## src/shared/t16ba_pkg.sv

```systemverilog
// package for the 16-bit buffered-access timer: register map, field
// positions, reset values and the packed carriers shared by the design.
// assumes a 32-bit Avalon-MM register bus with word-aligned registers.
package t16ba_pkg;

    // ****************************************************************
    // register map (byte addresses)
    // ****************************************************************
    localparam logic [3:0] T16BA_OFS_CONTROL = 4'h0;
    localparam logic [3:0] T16BA_OFS_LOW = 4'h4;
    localparam logic [3:0] T16BA_OFS_HIGH = 4'h8;
    localparam logic [3:0] T16BA_OFS_IRQ = 4'hC;

    // ****************************************************************
    // field positions
    // ****************************************************************
    localparam int T16BA_BIT_WIDE = 7;
    localparam int T16BA_BIT_PS_HI = 5;
    localparam int T16BA_BIT_PS_LO = 4;
    localparam int T16BA_BIT_OSC = 3;
    localparam int T16BA_BIT_NOSYNC = 2;
    localparam int T16BA_BIT_CS = 1;
    localparam int T16BA_BIT_ON = 0;
    localparam int T16BA_BIT_IRQ_FLAG = 0;
    localparam int T16BA_BIT_IRQ_EN = 1;

    // ****************************************************************
    // reset values and constants
    // ****************************************************************
    localparam logic [7:0] T16BA_CONTROL_RST = 8'h00;
    localparam logic [7:0] T16BA_CONTROL_MASK = 8'hBF;
    localparam logic [15:0] T16BA_COUNT_RST = 16'h0000;
    localparam logic [15:0] T16BA_COUNT_MAX = 16'hFFFF;
    localparam logic [2:0] T16BA_PRESCALE_RST = 3'h0;
    localparam logic [1:0] T16BA_INSTR_DIV_LAST = 2'h3;
    localparam logic [3:0] T16BA_TRIGGER_MODE = 4'hB;

    // decoded control register contents
    typedef struct packed {
        logic wide_access_enable;
        logic unused_bit6;
        logic [1:0] input_prescale_select;
        logic crystal_osc_enable;
        logic ext_clock_sync_disable;
        logic clock_source_select;
        logic counter_on;
    } t16ba_control_t;

    // one bus request as seen by the register file
    typedef struct packed {
        logic rd;
        logic wr;
        logic [3:0] addr;
        logic [7:0] data;
    } t16ba_req_t;

endpackage : t16ba_pkg

```

## src/design/t16ba_timer.sv

```systemverilog
// 16-bit up-counter with prescaler, external/crystal clock input,
// trigger reset, overflow flag and optional buffered 16-bit access.
// assumes an Avalon-MM master on i_core_clk and a crystal/pin input
// that is slow compared to the 40 MHz core clock.
// compare unit and converter signals share the core clock and are used
// without synchronisers.
//
// Register access over Avalon-MM and the register addresses were decided locally.
`timescale 1ns/1ps
`default_nettype none

module t16ba_timer (
    input wire logic i_core_clk,                    // core clock, 40 MHz
    input wire logic i_sys_rst,                     // sync reset, high
    input wire logic [3:0] i_avs_address,           // byte address
    input wire logic i_avs_read,                    // read request
    input wire logic i_avs_write,                   // write request
    input wire logic [31:0] i_avs_writedata,        // write data
    input wire logic [3:0] i_avs_byteenable,        // byte lanes
    output logic [31:0] o_avs_readdata,             // read data
    output logic o_avs_waitrequest,                 // stall
    output logic o_avs_readdatavalid_unused,        // tied low, no pipeline
    input wire logic i_external_clock_pin,          // async clock pin
    input wire logic i_crystal_clock,               // crystal amp output
    input wire logic i_sleep,                       // device in sleep
    input wire logic [3:0] i_compare_unit_mode_field, // compare mode
    input wire logic i_compare_match,               // compare event
    input wire logic i_adc_enabled,                 // converter enabled
    output logic o_adc_start,                       // conversion request
    output logic o_crystal_osc_run,                 // oscillator enable
    output logic o_crystal_pins_input,              // pins forced input
    output logic o_overflow_irq                     // interrupt request
);
    import t16ba_pkg::*;

    // ****************************************************************
    // state
    // ****************************************************************
    // software-visible registers
    t16ba_control_t control;
    logic [15:0] count;
    logic [7:0] high_buffer;
    logic overflow_flag;
    logic overflow_irq_enable;
    // clock path and prescaler
    logic [2:0] prescale;
    logic [1:0] instr_div;
    logic pin_meta;
    logic pin_q;
    logic xtal_meta;
    logic xtal_q;
    logic [2:0] ext_sync;
    logic ext_raw_q;
    // bus handshake and read path
    logic wait_done;
    logic [31:0] readdata;
    t16ba_req_t req;
    // per-cycle strobes and the selected external level
    logic next_tick;
    logic prescaled_tick;
    logic trigger;
    logic wr_low;
    logic wr_high;
    logic rd_low;
    logic count_wrap;
    logic ext_level;

    // ****************************************************************
    // bus access: one wait state so every access has a single edge
    // ****************************************************************
    // the first cycle of a request stalls; the second completes it. a
    // read acts on the first edge, a write on the second, so each side
    // effect fires exactly once per request.
    always_ff @(posedge i_core_clk) begin
        if (i_sys_rst) begin
            wait_done <= 1'b0;
        end else begin
            wait_done <= (i_avs_read | i_avs_write) & ~wait_done;
        end
    end

    // combinational, so the stall rises together with the request
    assign o_avs_waitrequest = (i_avs_read | i_avs_write) & ~wait_done;
    assign o_avs_readdatavalid_unused = 1'b0;

    // decoded request: a read acts on its capture edge (the first one),
    // so the low byte and the buffered high byte come from one count;
    // a write acts on the completing edge
    always_comb begin
        req.rd = i_avs_read & ~wait_done;
        req.wr = i_avs_write & wait_done & i_avs_byteenable[0];
        req.addr = i_avs_address;
        req.data = i_avs_writedata[7:0];
    end

    // register strobes, one per count-byte access that has a side effect
    assign wr_low = req.wr & (req.addr == T16BA_OFS_LOW);
    assign wr_high = req.wr & (req.addr == T16BA_OFS_HIGH);
    assign rd_low = req.rd & (req.addr == T16BA_OFS_LOW);

    // ****************************************************************
    // control register
    // ****************************************************************
    // bit 6 is never stored, so it reads back zero
    // a write replaces every stored bit at once; there is no partial merge
    always_ff @(posedge i_core_clk) begin
        if (i_sys_rst) begin
            control <= T16BA_CONTROL_RST;
        end else if (req.wr & (req.addr == T16BA_OFS_CONTROL)) begin
            control <= req.data & T16BA_CONTROL_MASK;
        end
    end

    // the oscillator runs through sleep; sleep is not looked at here
    // both crystal pins turn to inputs while the oscillator is enabled
    assign o_crystal_osc_run = control.crystal_osc_enable;
    assign o_crystal_pins_input = control.crystal_osc_enable;

    // ****************************************************************
    // clock source selection
    // ****************************************************************
    // each source has its own two-flop synchroniser ahead of the select
    // mux; muxing raw pins first would let a metastable level reach logic
    always_ff @(posedge i_core_clk) begin
        if (i_sys_rst) begin
            pin_meta <= 1'b0;
            pin_q <= 1'b0;
            xtal_meta <= 1'b0;
            xtal_q <= 1'b0;
        end else begin
            pin_meta <= i_external_clock_pin;
            pin_q <= pin_meta;
            xtal_meta <= i_crystal_clock;
            xtal_q <= xtal_meta;
        end
    end

    // pin or crystal, chosen by the oscillator enable bit
    assign ext_level = control.crystal_osc_enable ? xtal_q : pin_q;

    // alignment stages behind the synchronisers; the last two find the
    // rising edge in the synchronised counter mode
    always_ff @(posedge i_core_clk) begin
        if (i_sys_rst) begin
            ext_sync <= 3'h0;
        end else begin
            ext_sync <= {ext_sync[1:0], ext_level};
        end
    end

    // the unsynchronised path still has to land in the core domain; it
    // skips the edge-alignment stages, so it reacts two cycles sooner,
    // but a trigger reset may then race the count
    always_ff @(posedge i_core_clk) begin
        if (i_sys_rst) begin
            ext_raw_q <= 1'b0;
        end else begin
            ext_raw_q <= ext_level;
        end
    end

    // instruction cycle is one core clock in four; the divider runs free,
    // so the first tick after a start may come up to three cycles late,
    // a skew software has to allow for when timing short spans
    always_ff @(posedge i_core_clk) begin
        if (i_sys_rst) begin
            instr_div <= 2'h0;
        end else begin
            instr_div <= instr_div + 2'h1;
        end
    end

    // tick source: the instruction cycle, or a rising edge of the chosen
    // external level, aligned (synced mode) or straight (raw mode)
    always_comb begin
        if (!control.clock_source_select) begin
            next_tick = (instr_div == T16BA_INSTR_DIV_LAST);
        end else if (control.ext_clock_sync_disable) begin
            next_tick = ext_level & ~ext_raw_q;
        end else begin
            next_tick = ext_sync[1] & ~ext_sync[2];
        end
    end

    // ****************************************************************
    // prescaler
    // ****************************************************************
    // counts qualified ticks only; a low-byte write restarts it so that
    // a freshly loaded count gets a full prescale period, while a
    // high-byte write leaves it alone
    always_ff @(posedge i_core_clk) begin
        if (i_sys_rst) begin
            prescale <= T16BA_PRESCALE_RST;
        end else if (wr_low) begin
            prescale <= T16BA_PRESCALE_RST;
        end else if (next_tick & control.counter_on) begin
            prescale <= prescale + 3'h1;
        end
    end

    // every tick, or one tick in 2, 4 or 8, passes, on the last count of each group
    always_comb begin
        unique case (control.input_prescale_select)
            2'h0: prescaled_tick = next_tick;
            2'h1: prescaled_tick = next_tick & (prescale[0] == 1'b1);
            2'h2: prescaled_tick = next_tick & (prescale[1:0] == 2'h3);
            2'h3: prescaled_tick = next_tick & (prescale == 3'h7);
        endcase
    end

    // ****************************************************************
    // counter
    // ****************************************************************
    // special event trigger from the compare unit; it acts only in the
    // mode that selects it. in unsynchronised counter mode it may race
    // the external edge, a limitation the user has to live with
    assign trigger = i_compare_match &
                     (i_compare_unit_mode_field == T16BA_TRIGGER_MODE);
    assign count_wrap = control.counter_on & prescaled_tick &
                        (count == T16BA_COUNT_MAX);

    // software writes come first so they beat the trigger reset
    // a narrow high-byte write lands only while wide access is off; in
    // wide mode the same address reaches the buffer instead
    always_ff @(posedge i_core_clk) begin
        if (i_sys_rst) begin
            count <= T16BA_COUNT_RST;
        end else if (wr_low & control.wide_access_enable) begin
            count <= {high_buffer, req.data};
        end else if (wr_low) begin
            count[7:0] <= req.data;
        end else if (wr_high & ~control.wide_access_enable) begin
            count[15:8] <= req.data;
        end else if (trigger) begin
            count <= T16BA_COUNT_RST;
        end else if (control.counter_on & prescaled_tick) begin
            count <= count + 16'h0001;
        end
    end

    // conversion start follows the trigger when the converter is on
    // registered so the converter sees a clean pulse, high one cycle for each trigger cycle
    always_ff @(posedge i_core_clk) begin
        if (i_sys_rst) begin
            o_adc_start <= 1'b0;
        end else begin
            o_adc_start <= trigger & i_adc_enabled;
        end
    end

    // ****************************************************************
    // high byte buffer
    // ****************************************************************
    // in wide mode the high address reaches only this buffer: a write
    // parks the byte until the next low write, and a low-byte read
    // refreshes it from the live count on the capture edge
    always_ff @(posedge i_core_clk) begin
        if (i_sys_rst) begin
            high_buffer <= 8'h00;
        end else if (wr_high & control.wide_access_enable) begin
            high_buffer <= req.data;
        end else if (rd_low & control.wide_access_enable) begin
            high_buffer <= count[15:8];
        end
    end

    // ****************************************************************
    // overflow flag and enable
    // ****************************************************************
    // a wrap in the clearing cycle wins; trigger never sets it
    always_ff @(posedge i_core_clk) begin
        if (i_sys_rst) begin
            overflow_flag <= 1'b0;
        end else if (count_wrap & ~trigger & ~wr_low) begin
            overflow_flag <= 1'b1;
        end else if (req.wr & (req.addr == T16BA_OFS_IRQ) &
                     ~req.data[T16BA_BIT_IRQ_FLAG]) begin
            overflow_flag <= 1'b0;
        end
    end

    // interrupt enable, bit 1 of the flag register; every write loads it from data bit 1
    always_ff @(posedge i_core_clk) begin
        if (i_sys_rst) begin
            overflow_irq_enable <= 1'b0;
        end else if (req.wr & (req.addr == T16BA_OFS_IRQ)) begin
            overflow_irq_enable <= req.data[T16BA_BIT_IRQ_EN];
        end
    end

    // the flag still latches while masked, so enabling later raises it
    assign o_overflow_irq = overflow_flag & overflow_irq_enable;

    // ****************************************************************
    // read data
    // ****************************************************************
    // read mux; unmapped addresses return zero and the upper lanes are
    // always zero, since every register is one byte wide
    always_comb begin
        readdata = 32'h0000_0000;
        unique case (req.addr)
            T16BA_OFS_CONTROL: readdata[7:0] = control;
            T16BA_OFS_LOW: readdata[7:0] = count[7:0];
            T16BA_OFS_HIGH: readdata[7:0] = control.wide_access_enable ?
                                            high_buffer : count[15:8];
            T16BA_OFS_IRQ: readdata[1:0] = {overflow_irq_enable,
                                            overflow_flag};
            default: readdata = 32'h0000_0000;
        endcase
    end

    // registered so data stands at the completing edge
    // held until the next read, so a late sample still finds it
    always_ff @(posedge i_core_clk) begin
        if (i_sys_rst) begin
            o_avs_readdata <= 32'h0000_0000;
        end else if (req.rd) begin
            o_avs_readdata <= readdata;
        end
    end

endmodule : t16ba_timer

`default_nettype wire

```

## config.mk

```make
export PLATFORM = sky130hd
export DESIGN_NAME = t16ba_timer
export DESIGN_NICKNAME = d
export VERILOG_FILES = /design/src/shared/t16ba_pkg.sv /design/src/design/t16ba_timer.sv
export SDC_FILE = /design/constraint.sdc
export NUM_CORES = 1
export LEC_CHECK = 0
export BUFFER_PORTS_ARGS = -buffer_cell sky130_fd_sc_hd__buf_2
export CAP_MARGIN = 0
export CORE_ASPECT_RATIO = 1.5
export CORE_MARGIN = 5
export CORE_UTILIZATION = 40
export DETAILED_ROUTE_END_ITERATION = 10
export PLACE_DENSITY = 0.6
export SLEW_MARGIN = 10
export SYNTH_ARGS = -nofsm -noshare
export SYNTH_HDL_FRONTEND = slang
export SYNTH_SLANG_ARGS = --single-unit
```

## constraint.sdc

```tcl
create_clock -name i_core_clk -period 5.65 [get_ports i_core_clk]
set_clock_uncertainty 0.05 [all_clocks]
set_input_delay 0.565 -clock i_core_clk [delete_from_list [all_inputs] [get_ports i_core_clk]]
set_output_delay 0.565 -clock i_core_clk [all_outputs]
set_load 0.1 [all_outputs]
```

==> results by group, run 1 <==
Routing
  • Iteration-0 DRC Markers: 222
  • Iteration count of the initial detailed-routing pass: 5
  • Total routed wirelength: 9.32 mm
  • Detail-routed net length per standard cell: 18.3 µm
  • Via count: 2916
  • Post-route antenna net violation count: 0
  • Vias per Instance: 5.72
  • DRC: 0

Place
  • Number of instances in the placed design: 502
  • GPL Wtd Cong: 0.895
  • Count of port buffers added during placement: 37
  • Placed standard-cell area: 3410 µm²
  • DPL Wire Length: 6.70 mm

Clocking
  • Postcts setup bufs: 0
  • Clock-pin slew on the worst setup and hold paths: 0.08 ns
  • Maximum clock path buffer count: 2
  • Resize count post-CTS: 0
  • Clock sink total: 55
  • Clock insertion delay at the later pin of the skew report: 0.30 ns
  • Buffer type at the clock tree root: sky130_fd_sc_hd__clkbuf_16
  • Total clock buffers created by CTS: 5
  • H-Tree Depth: 2
  • Hold-fix buffer count after cts: 0
  • Clock tree from TritonCTS: built

Power and ir drop
  • PnR Total Power: 851 µW
  • Portion of total power attributed to combinational logic: 0.160
  • Leakage power: 1.36 nW
  • Register share of total power: 0.466
  • Switching Fraction: 0.320
  • Internal Dissipation: 579 µW
  • Reported net switching power: 272 µW
  • Share of total power in the clock network: 0.375
  • PwrDens: 240 nW/µm²
  • Maximum ir drop on the vdd rail: 0.000130 V

Floorplan
  • Width of the die: 84.6 µm
  • Area of the die: 10300 µm²
  • Initial Utilization: 0.412
  • Die outline height: 122 µm
  • Number of rows in the core area: 40
  • Total core area: 8110 µm²
  • IO Pins: 91

Global routing
  • Antenna violations before repair: 0
  • Total GRT Usage: 0.183
  • Remaining global-route overflow: 0
  • Vias in the first global route: 2849
  • First-pass GRT wire length: 14.9 mm
  • Pin count of the biggest net entering global routing: 59

Timing
  • Unrepaired setup endpoints after global routing: no
  • Crit share post-route: 0.519
  • Final setup fails: 0
  • Fin. Hold Viols: 0
  • Fmax: 0.341 GHz
  • Minimum clock period: 2.93 ns
  • Worst-Margin Slew: 1.09 ns
  • Setup TNS: 0 ns
  • Max-slew violation count: 0
  • Headroom to the max-slew limit: 0.273

Synthesis
  • Syn Std Cell Area: 3340 µm²
  • Ys Warns: 0
  • Sequential-to-total area share from yosys stat: 0.330
  • Yosys reg bits: 55
  • Cell type with the highest aggregate area in the netlist: sky130_fd_sc_hd__dfxtp_1
  • Cells after Synth: 387
  • Post-synth EDFFs: 0
  • Ranking of synthesized cells by area: sky130_fd_sc_hd__dfxtp_1, sky130_fd_sc_hd__mux2i_1, sky130_fd_sc_hd__buf_4, sky130_fd_sc_hd__nor2_1, sky130_fd_sc_hd__a211oi_1
  • Fraction of post-synthesis cell area in the top cell type by area: 0.330
  • Mean area per synthesized cell: 8.63 µm²
  • Count of unique library cells instantiated by Yosys: 63
  • Fraction of synthesis flops using an asynchronous set or reset pin: 0
  • Main synth FF type: sky130_fd_sc_hd__dfxtp_1

Finish
  • Layout overhead on the synthesized area: 6.45%
  • Number of non-filler instances in the completed layout: 510
  • ANT cells: 0
  • Final Instance Area: 3550 µm²
  • Final layout net count: 461
  • Share of post-route cells with drive strength above 1: 0.158

Worst setup path
  • Critical-path cell with the highest stage delay: sky130_fd_sc_hd__nor3_2
  • Path type of the worst setup path: reg2reg
  • Arrival time of data at the critical path endpoint: 3.08 ns
  • Required @ worst endpoint: 5.80 ns
  • Crit. End Element: flip-flop
  • Sequence of cells on the critical path: or3b_1 > nor3_2 > nor2_1 > a31oi_1 > mux2_2
  • Critical path peak fanout: 15
  • Crit path launch type: flip-flop
  • Highest cell delay on the worst timing path: 0.70 ns

Status
  • Status: finished, final reports clean

Min path
  • Worst hold path type: reg2reg

Run
  • Number of maximum-capacitance constraint violations: 0
## power by group through the flow
stage / sequential, mW / combinational, mW / clock, mW
after floorplan: 0.406 / 0.125 / 0
after CTS: 0.396 / 0.135 / 0.327
final: 0.397 / 0.136 / 0.319
after global placement: 0.405 / 0.134 / 0
after detailed placement: 0.406 / 0.135 / 0
after global routing: 0.397 / 0.143 / 0.339
## cells in the mapped netlist (3+ instances only)
cell type / instances
sky130_fd_sc_hd__nand3_1: 6
sky130_fd_sc_hd__ha_1: 4
sky130_fd_sc_hd__clkbuf_1: 14
sky130_fd_sc_hd__a22oi_1: 13
sky130_fd_sc_hd__o221a_2: 3
sky130_fd_sc_hd__nor2b_1: 10
sky130_fd_sc_hd__nor3b_1: 4
sky130_fd_sc_hd__a31oi_1: 9
sky130_fd_sc_hd__xor2_1: 4
sky130_fd_sc_hd__nor2_1: 47
sky130_fd_sc_hd__and3_1: 6
sky130_fd_sc_hd__o32ai_1: 4
sky130_fd_sc_hd__a211oi_1: 14
sky130_fd_sc_hd__o21ai_0: 8
sky130_fd_sc_hd__a21oi_1: 15
sky130_fd_sc_hd__inv_1: 4
sky130_fd_sc_hd__o211ai_1: 9
sky130_fd_sc_hd__nand2_1: 24
sky130_fd_sc_hd__nand4_1: 8
sky130_fd_sc_hd__dfxtp_1: 55
sky130_fd_sc_hd__nor3_1: 7
sky130_fd_sc_hd__a21o_1: 4
sky130_fd_sc_hd__nand2b_1: 5
sky130_fd_sc_hd__a32oi_1: 4
sky130_fd_sc_hd__or3_1: 5
sky130_fd_sc_hd__buf_4: 29
sky130_fd_sc_hd__buf_2: 4
sky130_fd_sc_hd__and4_1: 3
sky130_fd_sc_hd__mux2i_1: 22
## kinds of logic (layout without fill, tap and decap cells)
group,after synthesis,after routing,synth area share
AND/OR/NAND/NOR,143,143,0.229
other,1,25,0.00112
flip-flops,55,55,0.330
XOR/XNOR,5,5,0.0131
buffers and inverters,55,49,0.107
AO/OA/AOI/OAI,98,98,0.219
multiplexers,26,26,0.0862
adder cells (fa/ha/maj),4,4,0.0150
## critical path, delay by kind of cell, from the launching register on
| kind | cells | cell delay (ns) |
|---|---|---|
| DFF | 1 | 0.56 |
| AOI/OAI and AO/OA | 1 | 0.32 |
| muxes | 1 | 0.36 |
| and+or+nand+nor | 3 | 1.53 |
## layer usage
metal	up-vias	wire, µm	GRT usage
li1	1421	-	-
met1	1353	3860	0.222
met2	115	4460	0.300
met3	27	603	0.0304
met4	0	399	0.112
met5	-	0	0
## sequential cells by signal (all words and copies together), names as in the netlist
register / count
o_adc_start: 1
count: 16
pin_meta: 1
pin_q: 1
wait_done: 1
control: 6
ext_sync: 3
overflow_irq_enable: 1
xtal_q: 1
high_buffer: 8
xtal_meta: 1
o_avs_readdata: 8
prescale: 3
o_crystal_osc_run: 1
instr_div: 2
overflow_flag: 1
## final timing paths
path / slack [ns] / from / to / cells past startpoint
max: 2.72 / control[7] / count[8] / 5
max reg2reg: 2.72 / control[7] / count[8] / 5
min: 0.37 / instr_div[0] / instr_div[0] / 1
min reg2reg: 0.37 / instr_div[0] / instr_div[0] / 1
## final cells by class
cell class / count / area [µm²]
Fill cell: 843 / 4550
Multi-Input combinational cell: 301 / 1980
Sequential cell: 55 / 1100
Timing Repair Buffer: 37 / 185
Tap cell: 105 / 131
Clock buffer: 6 / 129
Clock inverter: 2 / 16.3
Inverter: 4 / 15.0
## stage by stage
| step | util | setup WS [ns] | hold WS, ns |
|---|---|---|---|
| 2_1_floorplan | - | 3.08 | 0.349 |
| 3_3_place_gp | 0.420 | 2.48 | 0.358 |
| 3_5_place_dp | 0.420 | 2.49 | 0.362 |
| 4_1_cts | 0.438 | 2.80 | 0.376 |
| 5_1_grt | 0.438 | 2.61 | 0.403 |
| 6_report | 0.438 | 2.72 | 0.372 |
## layout by cell type, fill, tap and decap left out, types with 3 or more instances in the layout
| cell type | synthesis | layout |
|---|---|---|
| sky130_fd_sc_hd__nand2b_1 | 5 | 5 |
| sky130_fd_sc_hd__ha_1 | 4 | 4 |
| sky130_fd_sc_hd__a211oi_1 | 14 | 14 |
| sky130_fd_sc_hd__a22oi_1 | 13 | 13 |
| sky130_fd_sc_hd__o32ai_1 | 4 | 4 |
| sky130_fd_sc_hd__buf_2 | 4 | 37 |
| sky130_fd_sc_hd__and4_1 | 3 | 3 |
| sky130_fd_sc_hd__nor3_1 | 7 | 7 |
| sky130_fd_sc_hd__a21oi_1 | 15 | 15 |
| sky130_fd_sc_hd__a32oi_1 | 4 | 4 |
| sky130_fd_sc_hd__inv_1 | 4 | 4 |
| sky130_fd_sc_hd__nor3b_1 | 4 | 3 |
| sky130_fd_sc_hd__nand4_1 | 8 | 8 |
| sky130_fd_sc_hd__nor2b_1 | 10 | 10 |
| sky130_fd_sc_hd__a31oi_1 | 9 | 9 |
| sky130_fd_sc_hd__o211ai_1 | 9 | 9 |
| sky130_fd_sc_hd__mux2i_1 | 22 | 22 |
| sky130_fd_sc_hd__xor2_1 | 4 | 4 |
| sky130_fd_sc_hd__nand2_1 | 24 | 24 |
| sky130_fd_sc_hd__nand3_1 | 6 | 6 |
| sky130_fd_sc_hd__dfxtp_1 | 55 | 55 |
| sky130_fd_sc_hd__or3_1 | 5 | 5 |
| sky130_fd_sc_hd__clkbuf_16 | 0 | 5 |
| sky130_fd_sc_hd__conb_1 | 1 | 25 |
| sky130_fd_sc_hd__o221a_2 | 3 | 3 |
| sky130_fd_sc_hd__o21ai_0 | 8 | 8 |
| sky130_fd_sc_hd__and3_1 | 6 | 6 |
| sky130_fd_sc_hd__nor2_1 | 47 | 47 |
| sky130_fd_sc_hd__a21o_1 | 4 | 4 |
(Power assumes the default switching activity.)
==> run 2, diff against run 1 <==
==> constraint.sdc (replaced) <==
create_clock -name i_core_clk -period 2.9 [get_ports i_core_clk]
set_clock_uncertainty 0.05 [all_clocks]
set_input_delay 0.29 -clock i_core_clk [delete_from_list [all_inputs] [get_ports i_core_clk]]
set_output_delay 0.29 -clock i_core_clk [all_outputs]
set_load 0.1 [all_outputs]
==> run 2 against run 1 <==
Net effect: register-to-register slack lost 2.1 ns; largest cell class unchanged; non-clock buffer count grew 12; final area increased by 2.5%; clock power is 91% higher; die area unchanged; critical endpoint is now overflow_flag; flip-flop and latch count stayed put; setup slack lost 2.1 ns; combinational power grew 97%; global-route usage grew 0.39 points; clock-buffer cell count shrank 1; utilization increased by 1.1 points; cell count rose by 2.4%.
==> results by group, run 2 (synthesis results as in run 1) <==
Status
  • Status: finished, final reports clean

Clocking
  • H-Tree Depth: 2 (unchanged)
  • Clock tree from TritonCTS: built
  • Clock-pin slew on the worst setup and hold paths: 0.07 ns (about the same)
  • Clock insertion delay at the later pin of the skew report: 0.30 ns (about the same)
  • Resize count post-CTS: 0 (unchanged)
  • Hold-fix buffer count after cts: 0 (unchanged)
  • Buffer type at the clock tree root: sky130_fd_sc_hd__clkbuf_16
  • Total clock buffers created by CTS: 5 (unchanged)
  • Maximum clock path buffer count: 2 (unchanged)
  • Clock sink total: 55 (unchanged)
  • Postcts setup bufs: 0 (unchanged)

Worst setup path
  • Cell family with the largest share of critical-path delay: simple AND/OR/NAND/NOR gates
  • Path type of the worst setup path: reg2reg
  • Highest cell delay on the worst timing path: 0.56 ns (-0.14 ns)
  • Sequence of cells on the critical path: ha_1 > ha_1 > mux2i_1 > a211oi_4 > nand2_2 > or4_1 > a21oi_1
  • Most used cell, CP: sky130_fd_sc_hd__ha_1
  • Required @ worst endpoint: 3.08 ns (-2.72 ns)
  • Count of buffer and inverter cells on the critical path: 0 (unchanged)
  • Crit path launch type: flip-flop
  • Critical path peak fanout: 9 (-6)
  • Crit. End Element: flip-flop
  • Critical-path cell with the highest stage delay: sky130_fd_sc_hd__or4_1
  • Arrival time of data at the critical path endpoint: 2.50 ns (-0.58 ns)

Timing
  • Unrepaired setup endpoints after global routing: no
  • Setup TNS: 0 ns (unchanged)
  • Fmax: 0.430 GHz (+26%)
  • Fin. Hold Viols: 0 (unchanged)
  • Final setup fails: 0 (unchanged)
  • Headroom to the max-slew limit: 0.464 (+0.191)
  • Worst-Margin Slew: 0.804 ns (-0.287 ns)
  • Crit share post-route: 0.802 (+0.283)
  • Max-slew violation count: 0 (unchanged)
  • Minimum clock period: 2.33 ns (-0.605 ns)

Power and ir drop
  • Share of total power in the clock network: 0.370 (-0.005)
  • Switching Fraction: 0.315 (-0.00447)
  • Reported net switching power: 520 µW (+91%)
  • Leakage power: 1.42 nW (+4.9%)
  • Register share of total power: 0.468 (+0.002)
  • PwrDens: 453 nW/µm² (+89%)
  • Internal Dissipation: 1.13 mW (+95%)
  • Maximum ir drop on the vdd rail: 0.000285 V (+120%)
  • Portion of total power attributed to combinational logic: 0.163 (+0.003)

Routing
  • Vias per Instance: 5.79 (+1.2%)
  • Detail-routed net length per standard cell: 17.8 µm (-2.8%)
  • Post-route antenna net violation count: 0 (unchanged)
  • Iteration count of the initial detailed-routing pass: 5 (unchanged)
  • Via count: 3020 (+3.6%)
  • DRC: 0 (unchanged)
  • Total routed wirelength: 9.27 mm (-0.52%)
  • Iteration-0 DRC Markers: 247 (+11%)

Run
  • Number of maximum-capacitance constraint violations: 0 (unchanged)

Finish
  • Number of non-filler instances in the completed layout: 522 (+2.4%)
  • Number of fillers in the final layout: 844 (+0.12%)
  • Area taken by multi-input logic gates: 1970 µm² (-0.25%)
  • Layout overhead on the synthesized area: 9.07%
  • Register area: 1100 µm² (unchanged)
  • Largest registers: count: 16 flops, high_buffer: 8 flops, o_avs_readdata: 8 flops
  • Share of post-route cells with drive strength above 1: 0.182 (+0.0242)
  • ANT cells: 0 (unchanged)
  • Largest register by flop count: count
  • Final layout net count: 473 (+2.6%)
  • Commonest non-fill, non-tap cell in the layout: sky130_fd_sc_hd__dfxtp_1
  • Commonest cells after routing, fill and taps aside: sky130_fd_sc_hd__dfxtp_1, sky130_fd_sc_hd__nor2_1, sky130_fd_sc_hd__buf_2
  • Number of flip-flops in the largest register: 16 (unchanged)

Global routing
  • Remaining global-route overflow: 0 (unchanged)
  • Vias in the first global route: 2900 (+1.8%)
  • Total GRT Usage: 0.187 (+0.00395)
  • Pin count of the biggest net entering global routing: 44 (-25%)
  • First-pass GRT wire length: 15.2 mm (+1.9%)
  • Antenna violations before repair: 0 (unchanged)

Place
  • Number of instances in the placed design: 514 (+2.4%)
  • GPL Wtd Cong: 0.939 (+4.9%)
  • Count of port buffers added during placement: 37 (unchanged)
  • DPL Wire Length: 7.08 mm (+5.6%)

Floorplan
  • Die outline height: 122 µm (unchanged)
  • Number of rows in the core area: 40 (unchanged)
  • Initial Utilization: 0.412 (unchanged)
  • IO Pins: 91 (unchanged)
  • Total core area: 8110 µm² (unchanged)
  • Width of the die: 84.6 µm (unchanged)
  • Area of the die: 10300 µm² (unchanged)

Min path
  • Worst hold path type: in2reg
run 2: cell types whose count changed in the layout (fill, tap and decap cells not counted):
cell	change
sky130_fd_sc_hd__nor3b_1	+1
sky130_fd_sc_hd__buf_4	+12
sky130_fd_sc_hd__clkbuf_1	-1
sky130_fd_sc_hd__clkinvlp_4	-1
sky130_fd_sc_hd__clkinv_4	+1
sky130_fd_sc_hd__clkinv_2	+1
sky130_fd_sc_hd__nor3b_2	-1
run 2: metrics by stage:
stage          setup WS, ns  total power [mW]  hold slack (ns)  area [µm²]   util
2_1_floorplan         0.328              1.04            0.349        3430      -
3_3_place_gp          0.638              1.06            0.357        3490  0.431
3_5_place_dp          0.584              1.06            0.363        3490  0.431
4_1_cts               0.567              1.67            0.144        3640  0.449
5_1_grt               0.461              1.71            0.147        3640  0.449
6_report              0.573              1.65            0.148        3640  0.449
run 2: final timing paths:
kind                    from       endpoint  slack (ns)  cells past startpoint
max reg2reg      prescale[0]  overflow_flag        0.57                      7
min          i_crystal_clock      xtal_meta        0.15                      2
min reg2reg     instr_div[0]   instr_div[0]        0.37                      1
max              prescale[0]  overflow_flag        0.57                      7
run 2: power by group through the flow:
| stage | clock (mW) | sequential, mW | combinational [mW] |
|---|---|---|---|
| 2_1_floorplan | 0 | 0.791 | 0.244 |
| 3_3_place_gp | 0 | 0.790 | 0.266 |
| 3_5_place_dp | 0 | 0.790 | 0.267 |
| 4_1_cts | 0.627 | 0.772 | 0.267 |
| 5_1_grt | 0.658 | 0.774 | 0.281 |
| 6_report | 0.610 | 0.772 | 0.268 |
run 2: layout make-up:
class | instances | share of cell area
repair buffers | 49 | 0.0756
clock buffers | 5 | 0.0344
clock inverters | 3 | 0.00619
multi-input cells | 301 | 0.541
inverters | 4 | 0.00412
well taps | 105 | 0.0361
flip-flops and latches | 55 | 0.302
run 2: layer usage:
metal  vias up  wire length [µm]  share of wire  global-route usage
li1       1444                 -              -                   -
met1      1412              3720           0.40               0.219
met2       133              4550           0.49               0.325
met3        31               587          0.063              0.0298
met4         0               414          0.045              0.0990
met5         -                 0              0                   0
